--- src/shared/drr_defs.svh ---
`ifndef DRR_DEFS_SVH
`define DRR_DEFS_SVH
// polarity codes
`define DRR_POL_NONE     2'h0
`define DRR_POL_RISE     2'h1
`define DRR_POL_FALL     2'h2
`define DRR_POL_BOTH     2'h3
// reset values
`define DRR_CFG_RST_SEL  6'h00
`define DRR_CFG_RST_SYN  5'h00
`define DRR_CNT_ZERO     5'h00
`endif

--- src/shared/drr_pkg.sv ---
package drr_pkg;
    // per-channel configuration word
    typedef struct packed {
        logic       sync_enable;
        logic [1:0] sync_edge_polarity;
        logic [5:0] request_input_select;
        logic [4:0] sync_input_select;
    } drr_chan_cfg_t;

    // per-generator configuration word
    typedef struct packed {
        logic       gen_enable;
        logic [1:0] trig_edge_polarity;
        logic [4:0] request_count;
    } drr_gen_cfg_t;
endpackage

--- src/hdl/drr_router.sv ---
`timescale 1ns/10ps
`include "drr_defs.svh"

// What this block does
// each channel keeps a sync overrun flag, cleared by writing one to its clear bit
// sync overrun on one channel survives a clear write aimed at another channel
// each generator keeps a trigger overrun flag, cleared by writing one to its clear bit
// trigger overrun survives a generator clear write aimed at another channel
// each trigger on an idle generator issues request_count plus one requests exactly
// trigger while requests pending, even in the last served cycle, sets overrun
// channel config holds sync enable, 2-bit polarity, 6-bit request, 5-bit sync select
// a newly written request select is routed at once, whatever sync did before; here a held, unserved request keeps the old select until served
// software keeps polarity zero while sync is off, sets it when enabling
// overrun flags stay set until their clear bit is written; zeros do nothing
module drr_router #(
    parameter int NCH  = 4,   // router channels
    parameter int NGEN = 2,   // generator channels
    parameter int NREQ = 64,  // request inputs
    parameter int NSYN = 32   // sync / trigger inputs
) (
    input  wire logic                    i_ref_clk,          // 200 MHz clock
    input  wire logic                    i_sys_rst,          // sync reset, high
    input  wire logic                    i_clk_en,           // freezes state when low
    input  wire logic [NREQ-1:0]         i_req_in,           // peripheral requests, same clock
    input  wire logic [NSYN-1:0]         i_sync_in,          // sync/trigger pins, async
    input  wire drr_pkg::drr_chan_cfg_t  i_chan_cfg [NCH],   // channel config
    input  wire logic [NCH-1:0]          i_chan_cfg_wr,      // channel config write strobes
    input  wire logic [NCH-1:0]          i_sync_overrun_clear,    // one to clear
    input  wire logic                    i_chan_clr_wr,      // clear register write
    input  wire drr_pkg::drr_gen_cfg_t   i_gen_cfg [NGEN],   // generator config
    input  wire logic [NGEN-1:0]         i_trigger_overrun_clear, // one to clear
    input  wire logic                    i_gen_clr_wr,       // gen clear register write
    input  wire logic [NCH-1:0]          i_dma_ack,          // dma served a channel request
    input  wire logic [NGEN-1:0]         i_gen_ack,          // dma served a generator request
    output logic [NCH-1:0]               o_dma_req,          // routed requests
    output logic [NGEN-1:0]              o_gen_req,          // generator requests
    output logic [NCH-1:0]               o_sync_overrun_flag,    // sticky
    output logic [NGEN-1:0]              o_trigger_overrun_flag  // sticky
);

    // ----------------------------------------------------------------
    // state
    // ----------------------------------------------------------------
    typedef struct packed {
        logic [NSYN-1:0]     s1;          // first sync stage
        logic [NSYN-1:0]     s2;          // second sync stage
        logic [NSYN-1:0]     s3;          // previous level for edges
        drr_pkg::drr_chan_cfg_t [NCH-1:0] cfg;
        logic [NCH-1:0]      armed;       // sync event seen, pass one request
        logic [NCH-1:0]      req;
        logic [NCH-1:0]      sof;
        logic [NGEN-1:0]     greq;
        logic [NGEN-1:0][5:0] left;       // requests still to issue
        logic [NGEN-1:0]     ovf;
    } drr_state_t;

    drr_state_t st, next_st;

    function automatic logic edge_hit(input logic [1:0] pol, input logic cur, input logic prv);
        unique case (pol)
            `DRR_POL_NONE: edge_hit = 1'b0;
            `DRR_POL_RISE: edge_hit = cur & ~prv;
            `DRR_POL_FALL: edge_hit = ~cur & prv;
            `DRR_POL_BOTH: edge_hit = cur ^ prv;
        endcase
    endfunction

    // ----------------------------------------------------------------
    // next state
    // ----------------------------------------------------------------
    // the edge detector only reads s2/s3, never the first stage
    always_comb begin
        drr_pkg::drr_chan_cfg_t c;
        drr_pkg::drr_gen_cfg_t  g;
        logic                   ev;
        logic                   clr;
        c       = '0;
        g       = '0;
        ev      = 1'b0;
        clr     = 1'b0;
        next_st = st;
        next_st.s1 = i_sync_in;
        next_st.s2 = st.s1;
        next_st.s3 = st.s2;
        for (int i = 0; i < NCH; i++) begin
            // config taken live; routing takes the new select at once unless a request is still held unserved
            if (i_chan_cfg_wr[i]) begin
                next_st.cfg[i] = i_chan_cfg[i];
            end
            c  = next_st.cfg[i];
            ev = c.sync_enable &&
                 edge_hit(c.sync_edge_polarity, st.s2[c.sync_input_select],
                          st.s3[c.sync_input_select]);
            // clear first so that a same-cycle overrun wins
            clr = i_chan_clr_wr && i_sync_overrun_clear[i];
            if (clr) begin
                next_st.sof[i] = 1'b0;
            end
            // sync event while one still armed means overrun
            if (ev && st.armed[i]) begin
                next_st.sof[i] = 1'b1;
            end
            if (ev) begin
                next_st.armed[i] = 1'b1;
            end
            // a served request consumes one armed slot
            if (st.req[i] && i_dma_ack[i]) begin
                next_st.req[i] = 1'b0;
                if (c.sync_enable && !ev) begin
                    next_st.armed[i] = 1'b0;
                end
            end
            // select uses the freshly written value
            if (!next_st.req[i] || (st.req[i] && i_dma_ack[i])) begin
                next_st.req[i] = i_req_in[c.request_input_select] &&
                                 (!c.sync_enable || next_st.armed[i]);
            end
        end
        for (int j = 0; j < NGEN; j++) begin
            g  = i_gen_cfg[j];
            ev = g.gen_enable &&
                 edge_hit(g.trig_edge_polarity, st.s2[j], st.s3[j]);
            clr = i_gen_clr_wr && i_trigger_overrun_clear[j];
            if (clr) begin
                next_st.ovf[j] = 1'b0;
            end
            // serve one request
            if (st.greq[j] && i_gen_ack[j]) begin
                next_st.left[j] = st.left[j] - 6'h01;
            end
            // pending includes the final served cycle
            if (ev && st.left[j] != 6'h00) begin
                next_st.ovf[j] = 1'b1;
            end else if (ev) begin
                next_st.left[j] = {1'b0, g.request_count} + 6'h01;
            end
            next_st.greq[j] = (next_st.left[j] != 6'h00);
        end
    end

    // ----------------------------------------------------------------
    // registers
    // ----------------------------------------------------------------
    always_ff @(posedge i_ref_clk) begin
        if (i_sys_rst) begin
            st <= '0;
        end else if (i_clk_en) begin
            st <= next_st;
        end
    end

    assign o_dma_req              = st.req;
    assign o_gen_req              = st.greq;
    assign o_sync_overrun_flag    = st.sof;
    assign o_trigger_overrun_flag = st.ovf;

    // ----------------------------------------------------------------
    // checks
    // ----------------------------------------------------------------
    // per router channel: a flag moves only by an overrun or its own clear
    for (genvar gi = 0; gi < NCH; gi++) begin : g_chan_chk
        property p_sof_sticky;
            @(posedge i_ref_clk) disable iff (i_sys_rst)
            (st.sof[gi] && i_clk_en && !(i_chan_clr_wr && i_sync_overrun_clear[gi]))
                |=> st.sof[gi];
        endproperty
        a_sof_sticky: assert property (p_sof_sticky) else $error("sync flag lost");

        // nothing armed, so no overrun can race the clear
        property p_sof_clear;
            @(posedge i_ref_clk) disable iff (i_sys_rst)
            (i_clk_en && i_chan_clr_wr && i_sync_overrun_clear[gi] && !st.armed[gi])
                |=> !st.sof[gi];
        endproperty
        a_sof_clear: assert property (p_sof_clear) else $error("sync flag kept");

        // second event while armed flags, whatever clear is being written
        property p_sof_set;
            @(posedge i_ref_clk) disable iff (i_sys_rst)
            (i_clk_en && !i_chan_cfg_wr[gi] && st.armed[gi] && st.cfg[gi].sync_enable &&
             edge_hit(st.cfg[gi].sync_edge_polarity, st.s2[st.cfg[gi].sync_input_select],
                      st.s3[st.cfg[gi].sync_input_select]))
                |=> st.sof[gi];
        endproperty
        a_sof_set: assert property (p_sof_set) else $error("sync overrun missed");
    end

    // per generator: idle trigger loads the count, busy trigger overruns
    for (genvar gj = 0; gj < NGEN; gj++) begin : g_gen_chk
        // count taken as it stood when the trigger was seen
        property p_gen_count;
            @(posedge i_ref_clk) disable iff (i_sys_rst)
            (i_clk_en && st.left[gj] == 6'h00 && i_gen_cfg[gj].gen_enable &&
             edge_hit(i_gen_cfg[gj].trig_edge_polarity, st.s2[gj], st.s3[gj]))
                |=> st.left[gj] == {1'b0, $past(i_gen_cfg[gj].request_count)} + 6'h01;
        endproperty
        a_gen_count: assert property (p_gen_count) else $error("wrong request count");

        // busy includes the cycle in which the last request is served
        property p_gen_ovr;
            @(posedge i_ref_clk) disable iff (i_sys_rst)
            (i_clk_en && st.left[gj] != 6'h00 && i_gen_cfg[gj].gen_enable &&
             edge_hit(i_gen_cfg[gj].trig_edge_polarity, st.s2[gj], st.s3[gj]))
                |=> st.ovf[gj];
        endproperty
        a_gen_ovr: assert property (p_gen_ovr) else $error("overrun missed");

        property p_ovf_sticky;
            @(posedge i_ref_clk) disable iff (i_sys_rst)
            (st.ovf[gj] && i_clk_en && !(i_gen_clr_wr && i_trigger_overrun_clear[gj]))
                |=> st.ovf[gj];
        endproperty
        a_ovf_sticky: assert property (p_ovf_sticky) else $error("trigger flag lost");

        // an idle generator cannot overrun, so its clear must land
        property p_ovf_clear;
            @(posedge i_ref_clk) disable iff (i_sys_rst)
            (i_clk_en && i_gen_clr_wr && i_trigger_overrun_clear[gj] &&
             st.left[gj] == 6'h00)
                |=> !st.ovf[gj];
        endproperty
        a_ovf_clear: assert property (p_ovf_clear) else $error("trigger flag kept");

        // a request line only drops after the dma served it
        property p_greq_fall;
            @(posedge i_ref_clk) disable iff (i_sys_rst)
            ($fell(o_gen_req[gj]) && !$past(i_sys_rst)) |-> $past(i_gen_ack[gj]);
        endproperty
        a_greq_fall: assert property (p_greq_fall) else $error("request dropped");
    end

endmodule

--- config.mk ---
export PLATFORM = sky130hd
export DESIGN_NAME = drr_router
export DESIGN_NICKNAME = d
export VERILOG_FILES = /design/src/shared/drr_pkg.sv /design/src/hdl/drr_router.sv
export VERILOG_INCLUDE_DIRS = /design/src /design/src/shared
export SDC_FILE = /design/constraint.sdc
export NUM_CORES = 1
export LEC_CHECK = 0
export BUFFER_PORTS_ARGS = -buffer_cell sky130_fd_sc_hd__buf_2
export CORE_MARGIN = 2
export CORE_UTILIZATION = 50
export DETAILED_ROUTE_END_ITERATION = 16
export PLACE_DENSITY = 0.72
export SYNTH_ARGS = -nofsm -noshare
export SYNTH_HDL_FRONTEND = slang
export SYNTH_SLANG_ARGS = --single-unit
--- constraint.sdc ---
create_clock -name i_ref_clk -period 10.2 [get_ports i_ref_clk]
set_input_delay 1.02 -clock i_ref_clk [delete_from_list [all_inputs] [get_ports i_ref_clk]]
set_output_delay 1.02 -clock i_ref_clk [all_outputs]
set_load 0.005 [all_outputs]
# ---- Word level (Yosys, flattened, before mapping)
# Cells that the tools add are included.
dict set report totals {
  elab_cells 236
  reg_bits 180
  inputBits 189
  output_inout_bits 12
}
dict set report op_classes {
  addsub 4
  muxes 72
  reduce_logical 74
  eq_ne 18
  n_lt_le_gt_ge 8
  bitwise_logic 30
}
# cell n
set ops {}
lappend ops {{$mux W14} 4}
lappend ops {{$mux W1} 44}
lappend ops {{$bmux W1 S5} 8}
lappend ops {{$mux W6} 6}
lappend ops {{$logic_and A1 B1 Y1} 32}
lappend ops {{$lt A6 B7 Y1 const B} 4}
lappend ops {{$bmux W1 S6} 4}
lappend ops {{$eq A2 B2 Y1 const B} 12}
lappend ops {{$lt A5 B6 Y1 const B} 4}
lappend ops {{$pmux W1 S4} 6}
lappend ops {{$reduce_bool A6 Y1} 4}
lappend ops {{$add A5 B1 Y6 const B} 2}
lappend ops {{$and A1 B1 Y1} 12}
lappend ops {{$eq A2 B1 Y1 const B} 6}
lappend ops {{$logic_not A1 Y1} 12}
lappend ops {{$logic_not A2 Y1} 6}
lappend ops {{$not A1 Y1} 12}
lappend ops {{$reduce_and A2 Y1} 6}
lappend ops {{$reduce_bool A2 Y1} 6}
lappend ops {{$sub A6 B1 Y6 const B} 2}
lappend ops {{$logic_or A1 B1 Y1} 8}
lappend ops {{$xor A1 B1 Y1} 6}

# ---- Logic depth before layout (Yosys ltp)
# Gate-level depths: netlist (run 1).
dict set report depth {
  ltp_word 14
  ltp_mapped 17
  depth_no_buf 15
}

# ---- Worst setup path after synthesis (run 1)
# No wires, ideal clock.
dict set report synth_timing {
  kind {in2reg}
  from {input i_chan_cfg_wr[1]}
  to {register st (netlist bit o_dma_req[1])}
  setup_slack_ns 6.011
  arrival_time_ns 4.110
  required_time_ns 10.121
  n_path_buf 2
  cell_stages 14
  setup_ns 0.079
  cell_sequence {buf_6 > mux2i_4 > buf_4 > mux4_2 > mux2i_1 > a21oi_1 > mux2_2 > ha_1 > nor2_1 > a21oi_1 > o21ai_0 > o21ai_0 > or3b_1 > o211ai_1}
}
dict set report synth_via {
  elab_chain_cells 14
  word_cells_on_any_way 27
  classes_between {eq/ne: 3; mux: 12; bitwise: 5; reduce/logical: 7}
}
# element line_no
set synth_lines {}
lappend synth_lines {{from (decl)} drr_router.sv:27} ;# input wire logic [NCH-1:0] i_chan_cfg_wr,
lappend synth_lines {{$mux W14 (*)} drr_router.sv:87} ;# if (i_chan_cfg_wr[i]) begin
lappend synth_lines {{$bmux W1 S5, on equally long branches} {drr_router.sv:92, drr_router.sv:93}}
lappend synth_lines {{$mux W1, on equally long branches} {drr_router.sv:92, drr_router.sv:93}}
lappend synth_lines {{$not A1 Y1, on equally long branches} {drr_router.sv:63, drr_router.sv:62}}
lappend synth_lines {{$and A1 B1 Y1, on equally long branches} {drr_router.sv:63, drr_router.sv:62}}
lappend synth_lines {{$pmux W1 S4} drr_router.sv:60} ;# unique case (pol)
lappend synth_lines {{$logic_and A1 B1 Y1} drr_router.sv:91} ;# ev = c.sync_enable &&
lappend synth_lines {{$logic_not A1 Y1} drr_router.sv:109} ;# if (c.sync_enable && !ev) begin
lappend synth_lines {{$logic_and A1 B1 Y1} drr_router.sv:109}
lappend synth_lines {{$mux W1} drr_router.sv:109}
lappend synth_lines {{$mux W1} drr_router.sv:107} ;# if (st.req[i] && i_dma_ack[i]) begin
lappend synth_lines {{$logic_or A1 B1 Y1} drr_router.sv:116} ;# (!c.sync_enable || next_st.armed[i]);
lappend synth_lines {{$logic_and A1 B1 Y1 (*)} drr_router.sv:115} ;# next_st.req[i] = i_req_in[c.request_input_select] &&
lappend synth_lines {{$mux W1 (*)} drr_router.sv:114} ;# if (!next_st.req[i] || (st.req[i] && i_dma_ack[i])) begin
lappend synth_lines {{to (signal assigned)} drr_router.sv:148} ;# st <= next_st;
lappend synth_lines {{to (decl)} drr_router.sv:57} ;# drr_state_t st, next_st;
# Mark *: on every way between the ends. The rest lies on a longest branch, timed or not. The select of a mux whose other input is x is not followed.
# A chain may end at the register's enable or synchronous reset.

# ---- Worst setup path after layout (run 1)
# Ends and elaborated chain as after synthesis.

==> metrics.md, run 1 <==
| Metric | Value |
|---|---|
| Startpoint class of the critical path | input pin |
| Worst slew pin tran | around 1.1 ns |
| Worst skew pair latency | ~0.43 ns |
| Mapped Avg Cell Area | about 9.5 sq um |
| Synthesized instance count | between 1000 and 1500 |
| Status | completed |
| Tcrit/Tclk final | 0.481 |
| Slew Viols, Final | 0 |
| Post-synth EDFFs | 0 |
| GRT Total Usage | 0.295 |
| Critical-path cell list | buf_2, buf_4, mux2i_4, mux4_2, nor2b_1, a211oi_1, a21oi_1, mux2_2, inv_1, ha_1, nor2_1, a21oi_1, o21ai_0, o21ai_0, or3b_1, o211ai_1 |
| Max Fanout on Critical Path | 45 |
| FILL cells | around 2400 |
| Final setup violation count | 0 |
| Port bufs | 200 |
| DRT iter0 DRCs | between 1000 and 1500 |
| Largest net degree at the start of global routing | between 90 and 100 |
| Die Footprint | 27800 sq um |
| Hold Crit Class | reg -> reg |
| Drt pass-1 iters | 7 |
| Critical path origin | i_chan_cfg_wr[1] |
| Reg2Reg Launch Point | st[70] |
| Post-Syn Area | 13200 sq um |
| Half-perimeter wire length after placement | ~30000 um |
| Synth top area share | 0.272 |
| P_leak | slightly above 6 nW |
| Die Wd | ~170 um |
| Synth warn | 0 |
| FMAX | between 200 and 250 MHz |
| GP Congestion | between 0.9 and 1 |
| Synth Net Count | 1602 |
| Largest cells by area after synthesis | dfxtp_1 27%, mux2i_1 15%, mux4_2 15%, nor2_1 4.9%, a211oi_1 4.7% |
| Area leader, netlist | dfxtp_1 |
| Max VDD drop | between 0.0001 and 0.00015 V |
| First-pass GRT wire length | about 65000 um |
| Slowest CP cell | mux2i_4 |
| Post-synth ARST share | 0 |
| PwrDens | around 130 nW/um^2 |
| Synth cell types | just under 70 |
| Max Cap Viol | 0 |
| H-tree levels | 4 |
| Crit path time final | around 4.9 ns |
| Area Growth Syn to Fin | 12.2% |
| Setup CP Type | in -> reg |
| Total wire length | between 40000 and 50000 um |
| Core ar. | approximately 26000 sq um |
| Clk buf depth | 2 |
| Cts repair resizes | 0 |
| Final core occ | 0.571 |
| Top_reg_cell synth | dfxtp_1 |
| Via Count | ~12000 |
| CTS clk-pin slew, worst paths | 0.07 ns |
| Required time of the critical path | around 11 ns |
| Clk root buf | clkbuf_16 |
| Setup TNS Final | 0 ns |
| Sequential fraction of the synthesis area | 0.272 |
| IO Pins | approximately 200 |
| Layout Nets | ~1700 |
| DRC Markers | 0 |
| Inserted Clock Buffers | 17 |
| Initial Util | 0.509 |
| RSZ-0062 raised after global routing | false |
| Endpoints failing hold | 0 |
| CTS tree | yes |
| Total setup buffers inserted after CTS | 0 |
| Min-delay src | st[80] |
| Rows | just under 60 |
| Vias in the first global route | ~12000 |
| Crit end category | register |
| Worst EP arrival | approximately 5.3 ns |
| Max stage delay on crit path | roughly 0.87 ns |
| WL/cell | around 22 um |
| Relative slew margins | 0.262 |
| Vias/cell | 6.54 |
| Post-route ant nets | 0 |
| CTS Sinks | between 150 and 200 |
| GRT overflow | 0 |
| Hold_buf cts | 0 |
| Antenna violations before repair | 3 |
| Layout cells sized above 1 | 0.248 |
| Register bit total from synthesis | 180 |
| Clock Skew | between 0.008 and 0.009 ns |
| Die Span Y | around 170 um |
[critical path: cells and delay by family]
family | cells | cell delay [ns]
muxes | 3 | 1.79
AOI/OAI and AO/OA | 6 | 0.92
buffers and inverters | 3 | 0.64
and+or+nand+nor | 3 | 0.62
adders and majority gates | 1 | 0.22
[cell type report]
type	count	area, sq um	share of cell area
clock buffer	19	453	0.0305
antenna	3	7.51	0.000506
inverter	52	195	0.0131
multi-input combinational	1050	8840	0.595
timing repair buffer	217	1140	0.0769
clock inverter	13	186	0.0126
tap	335	419	0.0282
sequential	180	3600	0.243
[metal layers]
metal	wire length [um]	GRT usage
met5	0	0
met4	1880	0.145
met3	3560	0.0482
met2	19900	0.478
met1	16500	0.383
[cells by family after synthesis]
logic type,Yosys count,synth area share
flops,180,0.272
simple gates,354,0.121
mux,329,0.343
xor+xnor,16,0.0106
buf+inv,165,0.0593
compound gates,333,0.176
fa+ha+maj,18,0.0170
[sequential cells by signal, summed over array words and instances, names as in the netlist]
register,cells
o_trigger_overrun_flag,2
o_dma_req,4
o_gen_req,2
o_sync_overrun_flag,4
st,104
next_st,64
[stage by stage]
step	setup slack [ns]	hold slack [ns]	power, mW	std cells	area [sq um]
finish	5.30	0.455	1.98	1869	14800
floorplan	6.01	0.432	1.13	1395	13200
global route	4.98	0.485	2.07	1869	14800
CTS	5.30	0.456	1.99	1866	14800
detailed placement	4.86	0.446	1.27	1834	14200
global placement	4.95	0.441	1.27	1834	14200
[power breakdown]
group	leakage [nW]	switching, mW	internal, mW	total [mW]
registers	1.47	0.0380	0.738	0.776
logic	4.28	0.278	0.214	0.492
clock network	0.316	0.306	0.409	0.715
total	6.07	0.623	1.36	1.98
[layout by cell type, fill, tap and decap left out, types with 4 or more instances in the layout]
master,count
a211oi_1,82
a21oi_1,82
a221oi_1,6
a32oi_1,5
a41oi_1,18
buf_2,198
buf_4,18
clkbuf_16,17
clkinv_1,5
dfxtp_1,180
ha_1,18
inv_1,43
inv_2,4
inv_6,5
mux2_2,21
mux2i_1,203
mux2i_2,9
mux2i_4,6
mux4_2,86
nand2_1,70
nand2b_1,4
nand3_1,37
nand3b_1,7
nor2_1,172
nor2b_1,21
nor3_1,8
nor4_1,17
o211ai_1,71
o21ai_0,19
o21bai_1,4
o32ai_1,4
or4_1,4
xnor2_1,12
xor2_1,4
[worst paths after layout]
path,to,slack (ns),cells after the start
max,o_dma_req[1],5.30,16
min,st[80],0.45,2
max reg2reg,o_dma_req[3],6.24,14
min reg2reg,st[80],0.45,2
[cell usage after synthesis (17+ instances only)]
library cell  instances
buf_1                19
a41oi_1              18
a21oi_1              82
mux2_2               21
nand3_1              37
nor4_1               17
a211oi_1             82
dfxtp_1             180
nand2_1              70
buf_4                20
ha_1                 18
nor2b_1              21
inv_1                43
mux4_2               86
o211ai_1             71
buf_2                24
o21ai_0              19
nor2_1              172
mux2i_1             203
clkbuf_1             42
Power figures use the tool's default switching activity.
==> run 2, diff against run 1 <==
--- a/config.mk
+++ b/config.mk
@@ -10,7 +10,7 @@
 export CORE_MARGIN = 2
 export CORE_UTILIZATION = 50
 export DETAILED_ROUTE_END_ITERATION = 16
-export PLACE_DENSITY = 0.72
+export PLACE_DENSITY = 0.74
 export SYNTH_ARGS = -nofsm -noshare
 export SYNTH_HDL_FRONTEND = slang
 export SYNTH_SLANG_ARGS = --single-unit
==> constraint.sdc (replaced) <==
create_clock -name i_ref_clk -period 4.15 [get_ports i_ref_clk]
set_input_delay 0.415 -clock i_ref_clk [delete_from_list [all_inputs] [get_ports i_ref_clk]]
set_output_delay 0.415 -clock i_ref_clk [all_outputs]
set_load 0.005 [all_outputs]
==> run 2 against run 1 <==
Sequential power is 150% higher. Highest routed layer unchanged. Via count is 0.97% higher. Non-clock buffer count is 24 higher. Worst setup slack worse by 4.8 ns. Die area stayed put. Hold slack worse by 0.24 ns. Clock-buffer cell count is 1 higher. Largest power group unchanged. Cell count is 1.4% higher. Global-route usage is 1.1 points higher.
==> metrics.md, run 2 (synthesis results as in run 1) <==
| Metric | Value |
|---|---|
| Setup CP Type | reg -> reg |
| RSZ-0062 raised after global routing | false |
| Clock Skew | 0.0153 ns (+0.00635 ns) |
| Setup TNS Final | 0 ns (unchanged) |
| Inst Count DP | 1858 (+1.3%) |
| FILL cells | 2294 (-2.4%) |
| Worst EP arrival | 3.96 ns (-1.30 ns) |
| Half-perimeter wire length after placement | 31900 um (+6.9%) |
| GRT overflow | 0 (unchanged) |
| Setup WS pre-CTS | 0.181 ns (-4.68 ns) |
| P_leak | 6.16 nW (+1.5%) |
| Final setup violation count | 0 (unchanged) |
| Hold_buf cts | 0 (unchanged) |
| Layout cells sized above 1 | 0.258 (+0.0103) |
| Tcrit/Tclk final | 0.873 |
| Worst setup margin | 0.528 ns (-4.77 ns) |
| Port bufs | 200 (unchanged) |
| Vias in the first global route | 11700 (+1.3%) |
| Area Growth Syn to Fin | 13.5% |
| Commonest cells after routing, fill and taps aside | 203 x mux2i_1, 198 x buf_2, 180 x dfxtp_1, 172 x nor2_1, 86 x mux4_2 |
| CTS Sinks | 180 (unchanged) |
| GRT Total Usage | 0.306 (+0.0112) |
| Largest net degree at the start of global routing | 92 (-2.1%) |
| FMAX | around 280 MHz |
| Rows | 59 (unchanged) |
| Drt pass-1 iters | 8 (+1) |
| Post-route ant nets | 0 (unchanged) |
| Hold Crit Class | in -> reg |
| Max Cap Viol | 0 (unchanged) |
| Die Footprint | 27800 sq um (unchanged) |
| Reg with most FFs | st |
| Antenna violations before repair | 5 (+2) |
| Vias/cell | 6.51 (-0.46%) |
| Commonest non-fill, non-tap cell in the layout | mux2i_1 |
| Max Fanout on Critical Path | 12 (-73%) |
| CTS tree | yes |
| Initial Util | 0.509 (unchanged) |
| Cts repair resizes | 0 (unchanged) |
| Clk buf depth | 2 (unchanged) |
| Crit end category | register |
| Status | completed |
| Die Span Y | 167 um (unchanged) |
| Slew Viols, Final | 0 (unchanged) |
| First-pass GRT wire length | 67100 um (+3.7%) |
| Finished Layout Cells | 1896 (+1.4%) |
| Inserted Clock Buffers | 17 (unchanged) |
| Max VDD drop | 0.000243 V (+110%) |
| WL/cell | 23.0 um (+2.8%) |
| Via Count | 12300 (+0.97%) |
| DRT iter0 DRCs | 1291 (-5.1%) |
| Crit path time final | 3.62 ns |
| GP Congestion | 1.01 (+2.2%) |
| Worst skew pair latency | 0.43 ns (about the same) |
| CTS clk-pin slew, worst paths | 0.07 ns (about the same) |
| Endpoints failing hold | 0 (unchanged) |
| Startpoint class of the critical path | register |
| Required time of the critical path | 4.49 ns (-6.07 ns) |
| Clk root buf | clkbuf_16 |
| Total wire length | 43500 um (+4.2%) |
| H-tree levels | 4 (unchanged) |
| Die Wd | 167 um (unchanged) |
| IO Pins | 201 (unchanged) |
| Relative slew margins | 0.265 (+0.00269) |
| DRC Markers | 0 (unchanged) |
| Total setup buffers inserted after CTS | 0 (unchanged) |
| Largest register FFs | 104 (unchanged) |
| Worst slew pin tran | 1.10 ns (+0.0267 ns) |
| Core ar. | 26000 sq um (unchanged) |
| PwrDens | 323 nW/um^2 (+140%) |
| Register Area | 3600 sq um (unchanged) |
| Area taken by multi-input logic gates | 8840 sq um (unchanged) |
| Layout Nets | 1749 (+1.4%) |
run 2: cell count changes in the layout (fill, tap and decap cells not counted), moves of 2 or more:
cell / delta
clkinvlp_4: +2
diode_2: +3
buf_4: +23
clkbuf_1: +2
run 2: layout make-up:
cell class	instances	area share
well taps	335	0.0279
diodes	6	0.00100
multi-input cells	1050	0.589
inverters	52	0.0130
clock inverters	12	0.0110
clock buffers	20	0.0297
flip-flops and latches	180	0.240
repair buffers	241	0.0888
run 2: per-layer routing:
layer | GRT usage | part of all wire | routed length [um]
met5 | 0 | 0 | 0
met4 | 0.148 | 0.049 | 2140
met3 | 0.0558 | 0.081 | 3520
met2 | 0.495 | 0.47 | 20400
met1 | 0.396 | 0.40 | 17500
run 2: power by group:
part,internal [mW],switching (mW)
Combinational,0.549,0.685
Clock,0.977,0.721
Sequential,1.81,0.102
Total,3.34,1.51
run 2: path summary, 6_finish.rpt:
| kind | from | to | cells past startpoint | slack (ns) |
|---|---|---|---|---|
| worst min-delay path | i_sync_in[19] | next_st[135] | 3 | 0.22 |
| worst min register to register | st[66] | st[66] | 2 | 0.45 |
| worst max register to register | st[70] | o_dma_req[3] | 14 | 0.53 |
| worst max-delay path | st[70] | o_dma_req[3] | 14 | 0.53 |
run 2: worst max-delay path: stages (launching register included):
cell      delay, ns
dfxtp_1        0.33
mux2i_4        0.46
buf_4          0.24
mux4_2         0.50
a211oi_1       0.25
a21oi_1        0.06
mux2_2         0.29
ha_1           0.29
inv_1          0.05
mux2i_1        0.05
o21ai_0        0.45
o21ai_0        0.22
nor2b_1        0.15
o21ai_0        0.10
o311ai_1       0.08
run 2: through the flow:
stage           util  hold slack (ns)  power, mW  cell area (sq um)
6_report       0.578            0.218       4.85              15000
3_5_place_dp   0.554            0.444       3.16              14400
2_1_floorplan      -            0.432       2.77              13200
4_1_cts        0.577            0.209       4.86              15000
3_3_place_gp   0.554            0.439       3.15              14400
5_1_grt        0.578            0.215       5.05              15000
